===== config.mk =====
export PLATFORM = sky130hd
export DESIGN_NAME = cpu_flag_generation
export DESIGN_NICKNAME = d
export VERILOG_FILES = /design/src/flag_pkg.sv /design/src/cpu_flag_generation.sv /design/src/flag_adder.sv
export SDC_FILE = /design/constraint.sdc
export NUM_CORES = 1
export LEC_CHECK = 0
export ABC_CLOCK_PERIOD_IN_PS = 4300
export BUFFER_PORTS_ARGS = -buffer_cell sky130_fd_sc_hd__buf_2
export CAP_MARGIN = 20
export CORE_MARGIN = 2
export CORE_UTILIZATION = 56
export DETAILED_ROUTE_END_ITERATION = 16
export PLACE_DENSITY = 0.81
export SLEW_MARGIN = 20
export SYNTH_ARGS = -nofsm -noshare
export SYNTH_HDL_FRONTEND = slang
export SYNTH_HIERARCHICAL = 1
export SYNTH_SLANG_ARGS = --single-unit

===== constraint.sdc =====
create_clock -name sys_clk -period 4.3 [get_ports sys_clk]
set_input_delay 0 -clock sys_clk [delete_from_list [all_inputs] [get_ports sys_clk]]
set_output_delay 0 -clock sys_clk [all_outputs]
set_load 0.02 [all_outputs]

===== src/flag_pkg.sv =====
// Purpose: Shared constants for the condition-flag generation block.
// Assumes: Byte addressed classic Wishbone with 32-bit data words.
// Notes:   Command codes select the instruction class whose flags are produced.
package flag_pkg;

  // Flag byte layout.
  localparam int FLAG_SIGN  = 7;
  localparam int FLAG_ZERO  = 6;
  localparam int FLAG_HALF  = 4;
  localparam int FLAG_PV    = 2;
  localparam int FLAG_SUB   = 1;
  localparam int FLAG_CARRY = 0;

  // Register byte offsets.
  localparam logic [7:0] OFF_ACC     = 8'h00;
  localparam logic [7:0] OFF_OPERAND = 8'h04;
  localparam logic [7:0] OFF_WIDE    = 8'h08;
  localparam logic [7:0] OFF_COUNTS  = 8'h0c;
  localparam logic [7:0] OFF_CMD     = 8'h10;
  localparam logic [7:0] OFF_FLAGS   = 8'h14;
  localparam logic [7:0] OFF_RESULT  = 8'h18;
  localparam logic [7:0] OFF_IRQ     = 8'h1c;

  // Field positions.
  localparam int CMD_SEL_LSB    = 5;
  localparam int WIDE_PTR_LSB   = 16;
  localparam int COUNT_IO_LSB   = 16;
  localparam int IRQ_LIVE_BIT   = 0;
  localparam int IRQ_SAVED_BIT  = 1;

  // Values after reset.
  localparam logic [7:0]  RST_BYTE  = 8'h00;
  localparam logic [15:0] RST_WORD  = 16'h0000;
  localparam logic [7:0]  RST_FLAGS = 8'h00;

  // Command codes.
  localparam logic [4:0] OP_ADD    = 5'h00;
  localparam logic [4:0] OP_ADC    = 5'h01;
  localparam logic [4:0] OP_SUB    = 5'h02;
  localparam logic [4:0] OP_SBC    = 5'h03;
  localparam logic [4:0] OP_CMP    = 5'h04;
  localparam logic [4:0] OP_NEG    = 5'h05;
  localparam logic [4:0] OP_AND    = 5'h06;
  localparam logic [4:0] OP_OR     = 5'h07;
  localparam logic [4:0] OP_XOR    = 5'h08;
  localparam logic [4:0] OP_INC    = 5'h09;
  localparam logic [4:0] OP_DEC    = 5'h0a;
  localparam logic [4:0] OP_ADC16  = 5'h0b;
  localparam logic [4:0] OP_SBC16  = 5'h0c;
  localparam logic [4:0] OP_SHIFT  = 5'h0d;
  localparam logic [4:0] OP_DIG_L  = 5'h0e;
  localparam logic [4:0] OP_DIG_R  = 5'h0f;
  localparam logic [4:0] OP_BCD    = 5'h10;
  localparam logic [4:0] OP_BLK_IO = 5'h11;
  localparam logic [4:0] OP_BLK_MV = 5'h12;
  localparam logic [4:0] OP_BLK_CP = 5'h13;
  localparam logic [4:0] OP_LD_SPC = 5'h14;
  localparam logic [4:0] OP_BIT    = 5'h15;
  localparam logic [4:0] OP_NMIRET = 5'h16;
  localparam logic [4:0] OP_CPL    = 5'h17;
  localparam logic [4:0] OP_SCF    = 5'h18;
  localparam logic [4:0] OP_CCF    = 5'h19;
  localparam logic [4:0] OP_ROT_A  = 5'h1a;

  // Shift selector codes for OP_SHIFT and OP_ROT_A.
  localparam logic [2:0] SH_RLC = 3'h0;
  localparam logic [2:0] SH_RRC = 3'h1;
  localparam logic [2:0] SH_RL  = 3'h2;
  localparam logic [2:0] SH_RR  = 3'h3;
  localparam logic [2:0] SH_SLA = 3'h4;
  localparam logic [2:0] SH_SRA = 3'h5;
  localparam logic [2:0] SH_SRL = 3'h6;

  // Decimal adjust thresholds and corrections.
  localparam logic [3:0] BCD_NIB_MAX = 4'h9;
  localparam logic [7:0] BCD_BYTE_MAX = 8'h99;
  localparam logic [7:0] BCD_LO_FIX  = 8'h06;
  localparam logic [7:0] BCD_HI_FIX  = 8'h60;

endpackage


===== src/cpu_flag_generation.sv =====
// Purpose: Condition-flag generation for an 8-bit processor core, driven over Wishbone.
// Assumes: Classic single-cycle Wishbone master; one command executes per write.
// Notes:   Flags marked indeterminate are simply held, which keeps the logic small.
//
// The address map and the Wishbone interface to the registers were decided locally.
`timescale 1ns/1ns

module cpu_flag_generation (
  input  wire logic        sys_clk,
  input  wire logic        sys_rst,
  input  wire logic        cyc_i,
  input  wire logic        stb_i,
  input  wire logic        we_i,
  input  wire logic [7:0]  adr_i,
  input  wire logic [3:0]  sel_i,
  input  wire logic [31:0] dat_i,
  output logic      [31:0] dat_o,
  output logic             ack_o,
  output logic      [7:0]  flags,
  output logic             irq_enable
);
  logic [7:0]  acc;
  logic [7:0]  operand;
  logic [15:0] mem_ptr;
  logic [15:0] wide_src;
  logic [15:0] byte_count;
  logic [7:0]  io_count;
  logic [15:0] result;
  logic        irq_live;
  logic        irq_saved;
  logic [31:0] read_word;
  logic [31:0] merged;
  logic        wr_fire;
  logic        exec;
  logic [4:0]  op;
  logic [2:0]  sel;
  logic [7:0]  next_acc;
  logic [7:0]  next_operand;
  logic [15:0] next_ptr;
  logic [7:0]  next_flags;
  logic [15:0] next_result;
  logic        acc_we;
  logic        operand_we;
  logic        ptr_we;
  logic [7:0]  add_a;
  logic [7:0]  add_b;
  logic        add_cin;
  logic        add_sub;
  logic [7:0]  add_sum;
  logic        add_carry;
  logic        add_half;
  logic        add_ovf;
  logic [15:0] wide_sum;
  logic        wide_carry;
  logic        wide_ovf;

  function automatic logic [31:0] merge(input logic [31:0] old, input logic [31:0] data,
                                        input logic [3:0] lanes);
    logic [31:0] m;
    m = old;
    for (int i = 0; i < 4; i++) begin
      if (lanes[i]) begin
        m[i*8 +: 8] = data[i*8 +: 8];
      end
    end
    return m;
  endfunction

  // Writes take effect on the edge where the master sees ack.
  assign wr_fire = cyc_i && stb_i && ack_o && we_i;
  assign exec = wr_fire && (adr_i == flag_pkg::OFF_CMD) && sel_i[0];
  assign op = dat_i[4:0];
  assign sel = dat_i[flag_pkg::CMD_SEL_LSB +: 3];
  assign irq_enable = irq_live;
  // Lanes are merged into the addressed register's own read value, so unselected bytes hold.
  assign merged = merge(read_word, dat_i, sel_i);

  flag_adder #(.WIDTH(8), .HALF_BIT(4)) byte_adder (
    .a          (add_a),
    .b          (add_b),
    .carry_in   (add_cin),
    .subtract   (add_sub),
    .sum        (add_sum),
    .carry_out  (add_carry),
    .half_carry (add_half),
    .overflow   (add_ovf)
  );

  // The half-carry of the wide add is indeterminate, so its tap point is arbitrary.
  flag_adder #(.WIDTH(16), .HALF_BIT(12)) word_adder (
    .a          (mem_ptr),
    .b          (wide_src),
    .carry_in   (flags[flag_pkg::FLAG_CARRY]),
    .subtract   (op == flag_pkg::OP_SBC16),
    .sum        (wide_sum),
    .carry_out  (wide_carry),
    .half_carry (),
    .overflow   (wide_ovf)
  );

  always_comb begin
    add_a = acc;
    add_b = operand;
    add_cin = 1'b0;
    add_sub = 1'b0;
    if (op == flag_pkg::OP_ADC || op == flag_pkg::OP_SBC) begin
      add_cin = flags[flag_pkg::FLAG_CARRY];
    end
    if (op == flag_pkg::OP_SUB || op == flag_pkg::OP_SBC || op == flag_pkg::OP_CMP ||
        op == flag_pkg::OP_NEG || op == flag_pkg::OP_DEC) begin
      add_sub = 1'b1;
    end
    if (op == flag_pkg::OP_NEG) begin
      add_a = 8'h00;
      add_b = acc;
    end
    if (op == flag_pkg::OP_INC || op == flag_pkg::OP_DEC) begin
      add_a = operand;
      add_b = 8'h01;
    end
  end

  always_comb begin
    logic [7:0] v;
    logic       c;
    logic [7:0] fix;
    logic       bcd_c;
    v = 8'h00;
    c = 1'b0;
    fix = 8'h00;
    bcd_c = 1'b0;
    next_acc = acc;
    next_operand = operand;
    next_ptr = mem_ptr;
    next_flags = flags;
    next_result = result;
    acc_we = 1'b0;
    operand_we = 1'b0;
    ptr_we = 1'b0;
    case (op)
      flag_pkg::OP_ADD, flag_pkg::OP_ADC, flag_pkg::OP_SUB, flag_pkg::OP_SBC,
      flag_pkg::OP_CMP, flag_pkg::OP_NEG: begin
        v = add_sum;
        next_flags[flag_pkg::FLAG_SIGN] = v[7];
        next_flags[flag_pkg::FLAG_ZERO] = (v == 8'h00);
        next_flags[flag_pkg::FLAG_HALF] = add_half;
        next_flags[flag_pkg::FLAG_PV] = add_ovf;
        next_flags[flag_pkg::FLAG_SUB] = add_sub;
        next_flags[flag_pkg::FLAG_CARRY] = add_carry;
        next_result = {8'h00, v};
        acc_we = (op != flag_pkg::OP_CMP);
        next_acc = v;
      end
      flag_pkg::OP_AND, flag_pkg::OP_OR, flag_pkg::OP_XOR: begin
        if (op == flag_pkg::OP_AND) begin
          v = acc & operand;
        end else if (op == flag_pkg::OP_OR) begin
          v = acc | operand;
        end else begin
          v = acc ^ operand;
        end
        next_flags[flag_pkg::FLAG_SIGN] = v[7];
        next_flags[flag_pkg::FLAG_ZERO] = (v == 8'h00);
        next_flags[flag_pkg::FLAG_HALF] = (op == flag_pkg::OP_AND);
        next_flags[flag_pkg::FLAG_PV] = ~^v;
        next_flags[flag_pkg::FLAG_SUB] = 1'b0;
        next_flags[flag_pkg::FLAG_CARRY] = 1'b0;
        next_result = {8'h00, v};
        acc_we = 1'b1;
        next_acc = v;
      end
      flag_pkg::OP_INC, flag_pkg::OP_DEC: begin
        // Increment and decrement leave carry alone so multi-byte loops keep it.
        next_flags[flag_pkg::FLAG_SIGN] = add_sum[7];
        next_flags[flag_pkg::FLAG_ZERO] = (add_sum == 8'h00);
        next_flags[flag_pkg::FLAG_HALF] = add_half;
        next_flags[flag_pkg::FLAG_PV] = add_ovf;
        next_flags[flag_pkg::FLAG_SUB] = add_sub;
        next_result = {8'h00, add_sum};
        operand_we = 1'b1;
        next_operand = add_sum;
      end
      flag_pkg::OP_ADC16, flag_pkg::OP_SBC16: begin
        if (op == flag_pkg::OP_ADC16) begin
          next_flags[flag_pkg::FLAG_ZERO] = (wide_sum == 16'h0000);
        end
        next_flags[flag_pkg::FLAG_PV] = wide_ovf;
        next_flags[flag_pkg::FLAG_SUB] = (op == flag_pkg::OP_SBC16);
        next_flags[flag_pkg::FLAG_CARRY] = wide_carry;
        next_result = wide_sum;
        ptr_we = 1'b1;
        next_ptr = wide_sum;
      end
      flag_pkg::OP_SHIFT, flag_pkg::OP_ROT_A: begin
        if (op == flag_pkg::OP_SHIFT) begin
          v = operand;
        end else begin
          v = acc;
        end
        c = v[0];
        case (sel)
          flag_pkg::SH_RLC: begin
            c = v[7];
            v = {v[6:0], v[7]};
          end
          flag_pkg::SH_RRC: v = {v[0], v[7:1]};
          flag_pkg::SH_RL: begin
            c = v[7];
            v = {v[6:0], flags[flag_pkg::FLAG_CARRY]};
          end
          flag_pkg::SH_RR: v = {flags[flag_pkg::FLAG_CARRY], v[7:1]};
          flag_pkg::SH_SLA: begin
            c = v[7];
            v = {v[6:0], 1'b0};
          end
          flag_pkg::SH_SRA: v = {v[7], v[7:1]};
          default: v = {1'b0, v[7:1]};
        endcase
        if (op == flag_pkg::OP_SHIFT) begin
          next_flags[flag_pkg::FLAG_SIGN] = v[7];
          next_flags[flag_pkg::FLAG_ZERO] = (v == 8'h00);
          next_flags[flag_pkg::FLAG_PV] = ~^v;
          operand_we = 1'b1;
          next_operand = v;
        end else begin
          acc_we = 1'b1;
          next_acc = v;
        end
        next_flags[flag_pkg::FLAG_HALF] = 1'b0;
        next_flags[flag_pkg::FLAG_SUB] = 1'b0;
        next_flags[flag_pkg::FLAG_CARRY] = c;
        next_result = {8'h00, v};
      end
      flag_pkg::OP_DIG_L, flag_pkg::OP_DIG_R: begin
        if (op == flag_pkg::OP_DIG_L) begin
          v = {acc[7:4], operand[7:4]};
          next_operand = {operand[3:0], acc[3:0]};
        end else begin
          v = {acc[7:4], operand[3:0]};
          next_operand = {acc[3:0], operand[7:4]};
        end
        next_flags[flag_pkg::FLAG_SIGN] = v[7];
        next_flags[flag_pkg::FLAG_ZERO] = (v == 8'h00);
        next_flags[flag_pkg::FLAG_PV] = ~^v;
        next_flags[flag_pkg::FLAG_HALF] = 1'b0;
        next_flags[flag_pkg::FLAG_SUB] = 1'b0;
        next_result = {8'h00, v};
        acc_we = 1'b1;
        operand_we = 1'b1;
        next_acc = v;
      end
      flag_pkg::OP_BCD: begin
        // Subtract is told from add only by N, so N must survive until here.
        if (flags[flag_pkg::FLAG_HALF] ||
            (!flags[flag_pkg::FLAG_SUB] && acc[3:0] > flag_pkg::BCD_NIB_MAX)) begin
          fix = fix | flag_pkg::BCD_LO_FIX;
        end
        if (flags[flag_pkg::FLAG_CARRY] ||
            (!flags[flag_pkg::FLAG_SUB] && acc > flag_pkg::BCD_BYTE_MAX)) begin
          fix = fix | flag_pkg::BCD_HI_FIX;
          bcd_c = 1'b1;
        end
        if (flags[flag_pkg::FLAG_SUB]) begin
          v = acc - fix;
          next_flags[flag_pkg::FLAG_HALF] = flags[flag_pkg::FLAG_HALF] && (acc[3:0] < 4'h6);
        end else begin
          v = acc + fix;
          next_flags[flag_pkg::FLAG_HALF] = acc[3:0] > flag_pkg::BCD_NIB_MAX;
        end
        next_flags[flag_pkg::FLAG_SIGN] = v[7];
        next_flags[flag_pkg::FLAG_ZERO] = (v == 8'h00);
        next_flags[flag_pkg::FLAG_PV] = ~^v;
        next_flags[flag_pkg::FLAG_CARRY] = bcd_c;
        next_result = {8'h00, v};
        acc_we = 1'b1;
        next_acc = v;
      end
      flag_pkg::OP_BLK_IO: begin
        next_flags[flag_pkg::FLAG_ZERO] = (io_count != 8'h00);
        next_flags[flag_pkg::FLAG_SUB] = 1'b1;
      end
      flag_pkg::OP_BLK_MV: begin
        next_flags[flag_pkg::FLAG_HALF] = 1'b0;
        next_flags[flag_pkg::FLAG_SUB] = 1'b0;
        // The count register holds the value before this step's decrement, so one means done.
        next_flags[flag_pkg::FLAG_PV] = (byte_count != 16'h0001);
      end
      flag_pkg::OP_BLK_CP: begin
        next_flags[flag_pkg::FLAG_ZERO] = (acc == operand);
        next_flags[flag_pkg::FLAG_PV] = (byte_count != 16'h0001);
        next_flags[flag_pkg::FLAG_SUB] = 1'b1;
      end
      flag_pkg::OP_LD_SPC: begin
        next_flags[flag_pkg::FLAG_SIGN] = operand[7];
        next_flags[flag_pkg::FLAG_ZERO] = (operand == 8'h00);
        next_flags[flag_pkg::FLAG_PV] = irq_saved;
        next_flags[flag_pkg::FLAG_HALF] = 1'b0;
        next_flags[flag_pkg::FLAG_SUB] = 1'b0;
        next_result = {8'h00, operand};
        acc_we = 1'b1;
        next_acc = operand;
      end
      flag_pkg::OP_BIT: begin
        next_flags[flag_pkg::FLAG_ZERO] = operand[sel];
        next_flags[flag_pkg::FLAG_HALF] = 1'b1;
        next_flags[flag_pkg::FLAG_SUB] = 1'b0;
      end
      flag_pkg::OP_CPL: begin
        next_flags[flag_pkg::FLAG_HALF] = 1'b1;
        next_flags[flag_pkg::FLAG_SUB] = 1'b1;
        next_result = {8'h00, ~acc};
        acc_we = 1'b1;
        next_acc = ~acc;
      end
      flag_pkg::OP_SCF: begin
        next_flags[flag_pkg::FLAG_HALF] = 1'b0;
        next_flags[flag_pkg::FLAG_SUB] = 1'b0;
        next_flags[flag_pkg::FLAG_CARRY] = 1'b1;
      end
      flag_pkg::OP_CCF: begin
        next_flags[flag_pkg::FLAG_SUB] = 1'b0;
        next_flags[flag_pkg::FLAG_CARRY] = ~flags[flag_pkg::FLAG_CARRY];
      end
      default: begin
        next_flags = flags;
      end
    endcase
  end

  always_comb begin
    read_word = 32'h0000_0000;
    if (adr_i == flag_pkg::OFF_ACC) begin
      read_word = {24'h000000, acc};
    end else if (adr_i == flag_pkg::OFF_OPERAND) begin
      read_word = {24'h000000, operand};
    end else if (adr_i == flag_pkg::OFF_WIDE) begin
      read_word = {mem_ptr, wide_src};
    end else if (adr_i == flag_pkg::OFF_COUNTS) begin
      read_word = {8'h00, io_count, byte_count};
    end else if (adr_i == flag_pkg::OFF_FLAGS) begin
      read_word = {24'h000000, flags};
    end else if (adr_i == flag_pkg::OFF_RESULT) begin
      read_word = {16'h0000, result};
    end else if (adr_i == flag_pkg::OFF_IRQ) begin
      read_word = {30'h00000000, irq_saved, irq_live};
    end
  end

  // Ack rises one cycle after the request and falls the cycle after.
  always_ff @(posedge sys_clk) begin
    if (sys_rst) begin
      ack_o <= 1'b0;
      dat_o <= 32'h0000_0000;
    end else begin
      ack_o <= cyc_i && stb_i && !ack_o;
      if (cyc_i && stb_i && !ack_o) begin
        dat_o <= read_word;
      end
    end
  end

  always_ff @(posedge sys_clk) begin
    if (sys_rst) begin
      acc <= flag_pkg::RST_BYTE;
      operand <= flag_pkg::RST_BYTE;
    end else if (exec) begin
      if (acc_we) begin
        acc <= next_acc;
      end
      if (operand_we) begin
        operand <= next_operand;
      end
    end else if (wr_fire && adr_i == flag_pkg::OFF_ACC) begin
      acc <= merged[7:0];
    end else if (wr_fire && adr_i == flag_pkg::OFF_OPERAND) begin
      operand <= merged[7:0];
    end
  end

  always_ff @(posedge sys_clk) begin
    if (sys_rst) begin
      mem_ptr <= flag_pkg::RST_WORD;
      wide_src <= flag_pkg::RST_WORD;
      byte_count <= flag_pkg::RST_WORD;
      io_count <= flag_pkg::RST_BYTE;
    end else if (exec && ptr_we) begin
      mem_ptr <= next_ptr;
    end else if (wr_fire && adr_i == flag_pkg::OFF_WIDE) begin
      {mem_ptr, wide_src} <= merged;
    end else if (wr_fire && adr_i == flag_pkg::OFF_COUNTS) begin
      {io_count, byte_count} <= merged[23:0];
    end
  end

  always_ff @(posedge sys_clk) begin
    if (sys_rst) begin
      flags <= flag_pkg::RST_FLAGS;
      result <= flag_pkg::RST_WORD;
    end else if (exec) begin
      flags <= next_flags;
      result <= next_result;
    end else if (wr_fire && adr_i == flag_pkg::OFF_FLAGS && sel_i[0]) begin
      flags <= dat_i[7:0];
    end
  end

  always_ff @(posedge sys_clk) begin
    if (sys_rst) begin
      irq_live <= 1'b0;
      irq_saved <= 1'b0;
    end else if (exec && op == flag_pkg::OP_NMIRET) begin
      irq_live <= irq_saved;
    end else if (wr_fire && adr_i == flag_pkg::OFF_IRQ && sel_i[0]) begin
      irq_live <= dat_i[flag_pkg::IRQ_LIVE_BIT];
      irq_saved <= dat_i[flag_pkg::IRQ_SAVED_BIT];
    end
  end
endmodule


===== src/flag_adder.sv =====
// Purpose: Adder and subtractor that also yields carry, half-carry and overflow.
// Assumes: For subtraction carry_in is a borrow and carry_out is a borrow.
// Notes:   Half-carry is taken at HALF_BIT from the operand and sum bits.
`timescale 1ns/1ns
module flag_adder #(
  parameter int WIDTH    = 8,
  parameter int HALF_BIT = 4
) (
  input  wire logic [WIDTH-1:0] a,
  input  wire logic [WIDTH-1:0] b,
  input  wire logic             carry_in,
  input  wire logic             subtract,
  output logic      [WIDTH-1:0] sum,
  output logic                  carry_out,
  output logic                  half_carry,
  output logic                  overflow
);
  logic [WIDTH-1:0] b_eff;
  logic [WIDTH:0]   total;

  assign b_eff = subtract ? ~b : b;
  // Subtraction adds the inverted operand with an inverted borrow.
  assign total = {1'b0, a} + {1'b0, b_eff} + {{WIDTH{1'b0}}, carry_in ^ subtract};
  assign sum = total[WIDTH-1:0];
  assign carry_out = total[WIDTH] ^ subtract;
  assign half_carry = a[HALF_BIT] ^ b[HALF_BIT] ^ sum[HALF_BIT];
  assign overflow = (a[WIDTH-1] == b_eff[WIDTH-1]) && (sum[WIDTH-1] != a[WIDTH-1]);
endmodule


==> impl_metrics.csv <==
group,metric,value,unit
sta,period_needed,4.02,ns
sta,slew_headroom,33.0,%
place,port_buffers,90,
cells_and_area,insertedDiodeCount,0,
global_routing,largest_net_degree_at_the_start_of_global_routing,90,
global_routing,grt_pass1_wl,75200,microns
detailed_routing,drt-pass1-iter-count,7,
worst_setup_path,crit_path_cell_trace,"inv_1 -> ha_1 -> and3_1 -> a211oi_1 -> a211oi_1 -> buf_4 -> ha_1 -> mux2_2 -> ha_1 -> or2_2 -> o22ai_1 -> xor2_1 -> ha_1 -> xor2_1 -> xnor2_1 -> o22ai_1 -> a21oi_1 -> a41o_1 -> a211oi_1",
global_routing,number_of_global_route_vias_before_repair,12378,
sta,setup_violations,0,
sta,grt_setup_unrepaired,"no",
sta,timing.clock.skew,0.00795,ns
clock_tree,cts_tree,"yes",
sta,final_hold_viol_count,0,
yosys,syn-cell-area,11600,sq um
clock_tree,cts_clk_pin_slew_worst_paths,0.06,ns
global_routing,grt_usage,45.1,%
detailed_routing,route.detailed.drc,0,
worst_setup_path,worst_path_dominant_cell_family,"compound AO/OA/AOI/OAI gates",
cells_and_area,final_layout_size_suffix_gt1_share,18.0,%
clock_tree,worst_skew_pair.late_latency,0.44,ns
worst_setup_path,max_stage_delay,0.36,ns
detailed_routing,detail_route.wirelength,49800,microns
die,die_h,148,microns
clock_tree,tritoncts.num_buffers,17,
cells_and_area,syn_to_final_growth,14.9,%
sta,final.period_utilization,93.4,%
cells_and_area,multiInputGateArea,8280,sq um
cells_and_area,layout.filler_cells,1746,
worst_setup_path,cp-end-kind,"flip-flop",
sta,max_clock_freq,249,MHz
worst_setup_path,worstPathRequired,4.66,ns
outcome,outcome,"finished clean",
power_and_ir_drop,power_leakage,5.27,nW
detailed_routing,total_vias_in_the_final_route,13479,
yosys,synthesized_nets,1656,
worst_hold_path,min_path_type,"input pin to flip-flop",
worst_setup_path,critical_path_buf_inv_count,2,
cells_and_area,layout.core_utilization,65.9,%
clock_tree,clock_tree.htree_level_count,4,
place,routabilityCongestion,1.08,
detailed_routing,route.detailed.vias_per_inst,7.05,
die,floorplan.rows,52,
detailed_routing,drtIter0Drc,2409,
run,maxCapViolCount,0,
sta,tightestPinTransition,0.996,ns
die,floorplan.initialDensity,57.4,%
place,place_area,12600,sq um
cells_and_area,final_design_area_no_fill,13400,sq um
die,top_level_pins,91,
clock_tree,numClockSinks,131,
yosys,syn-instance-count,1537,
global_routing,grt_antenna_before_repair,1,
detailed_routing,postRouteAntennaNets,0,
worst_setup_path,timing.critical_path.arrival,4.37,ns
worst_setup_path,timing.critical_path.mode_cell,"sky130_fd_sc_hd__ha_1",
die,die-area,22000,sq um
clock_tree,cell_chosen_for_the_clock_root,"sky130_fd_sc_hd__clkbuf_16",
cells_and_area,nets,1748,
sta,timing.hold.ws,0.00315,ns
sta,setup-tns-final,0,ns
power_and_ir_drop,ir_worst_vdd,0.280,mV
sta,final_max_slew_viol_count,0,
worst_setup_path,worstPathMaxFanout,3,
worst_setup_path,timing.critical_path.from_type,"flip-flop",
power_and_ir_drop,cellPowerDensity,245,nW/um^2
cells_and_area,layout.area.seq,2620,sq um
die,core_region_area,20300,sq um
yosys,syn-mean-instance-area,7.58,sq um
place,place_hpwl,37800,microns
worst_setup_path,worstSetupPathType,"flip-flop to flip-flop",
die,die-width,148,microns
global_routing,grt.overflow.total,0,
clock_tree,post_cts_setup_driven_buffer_insertion_count,0,
yosys,ys_warn_count,6,
worst_setup_path,cpMaxStageDelayCell,"sky130_fd_sc_hd__dfxtp_1",
clock_tree,max-clock-path-buffers,2,
detailed_routing,detail_route.wl_per_cell,26.1,microns
==> final cells by class <==
type / instances / area share [%]
clock buffer: 17 / 3.18
clock inverter: 15 / 1.48
inverter: 65 / 1.82
multi-input combinational: 1223 / 61.9
sequential: 131 / 19.6
tap: 270 / 2.53
timing repair buffer: 191 / 9.43
==> tightest hold or removal path, delay by kind of cell <==
family	cells	cell delay, ns
AO/OA/AOI/OAI	2	0.29
buffers and inverters	1	0.09
==> worst paths after layout <==
path                                                  to  depth (start not counted)  slack (ns)                   start
worst min-delay path            mem_ptr[10]$_SDFFE_PP0P_                          3       0.003               dat_i[26]
worst max register to register     flags[2]$_SDFFE_PP0P_                         19        0.28     acc[6]$_SDFFE_PP0P_
worst min register to register    dat_o[28]$_SDFFE_PP0P_                          2        0.45  dat_o[28]$_SDFFE_PP0P_
worst max-delay path               flags[2]$_SDFFE_PP0P_                         19        0.28     acc[6]$_SDFFE_PP0P_
==> layer usage <==
metal,vias up,GRT usage (%),wire length [microns]
met1,6284,62.1,19500
met5,-,0,9
met2,1133,64.4,20400
met3,195,14.5,7670
li1,5865,-,-
met4,2,19.3,2320
==> flip-flops by register name, summed over array words and instances, names as in the netlist <==
register / count
acc: 8
byte_count: 16
irq_saved: 1
result: 16
io_count: 8
wide_src: 16
irq_enable: 1
ack_o: 1
operand: 8
flags: 8
mem_ptr: 16
dat_o: 32
==> what timing repair did <==
item	CTS	global route
resized for setup	0	0
endpoints found under the hold margin	20	0
hold buffers	15	0
==> placed cells by master, fill, tap and decap left out, types with 14 or more instances in the layout <==
cell / instances
sky130_fd_sc_hd__a31oi_1: 20
sky130_fd_sc_hd__nand2b_1: 15
sky130_fd_sc_hd__a21oi_1: 119
sky130_fd_sc_hd__a21o_1: 14
sky130_fd_sc_hd__nor4_1: 24
sky130_fd_sc_hd__nand2_1: 184
sky130_fd_sc_hd__xor2_1: 41
sky130_fd_sc_hd__inv_1: 63
sky130_fd_sc_hd__nor3_1: 47
sky130_fd_sc_hd__o22ai_1: 14
sky130_fd_sc_hd__a211oi_1: 30
sky130_fd_sc_hd__clkbuf_16: 17
sky130_fd_sc_hd__mux2_2: 19
sky130_fd_sc_hd__buf_2: 89
sky130_fd_sc_hd__xnor2_1: 24
sky130_fd_sc_hd__nand3_1: 28
sky130_fd_sc_hd__o21ai_0: 59
sky130_fd_sc_hd__nor2_1: 135
sky130_fd_sc_hd__dfxtp_1: 131
sky130_fd_sc_hd__nand3b_1: 17
sky130_fd_sc_hd__o21a_1: 22
sky130_fd_sc_hd__o31ai_1: 14
sky130_fd_sc_hd__ha_1: 66
sky130_fd_sc_hd__a221oi_1: 30
sky130_fd_sc_hd__buf_4: 86
sky130_fd_sc_hd__mux2i_1: 22
sky130_fd_sc_hd__dlygate4sd3_1: 15
==> where the power goes <==
group | switching [W] | internal, W | total [W]
sequential | 0.00000345 | 0.00122 | 0.00122
combinational | 0.000321 | 0.000158 | 0.000479
clock | 0.000641 | 0.000931 | 0.00157
total | 0.000966 | 0.00231 | 0.00328
==> through the flow <==
step,power (W),cells,setup slack (ns)
5_1_grt,0.00334,1912,0.0728
3_5_place_dp,0.00169,1865,0.178
3_3_place_gp,0.00169,1865,0.339
6_report,0.00328,1912,0.284
2_1_floorplan,0.00153,1537,0.0138
4_1_cts,0.00324,1912,0.317
Note: power is estimated with default switching activity, not from simulation.
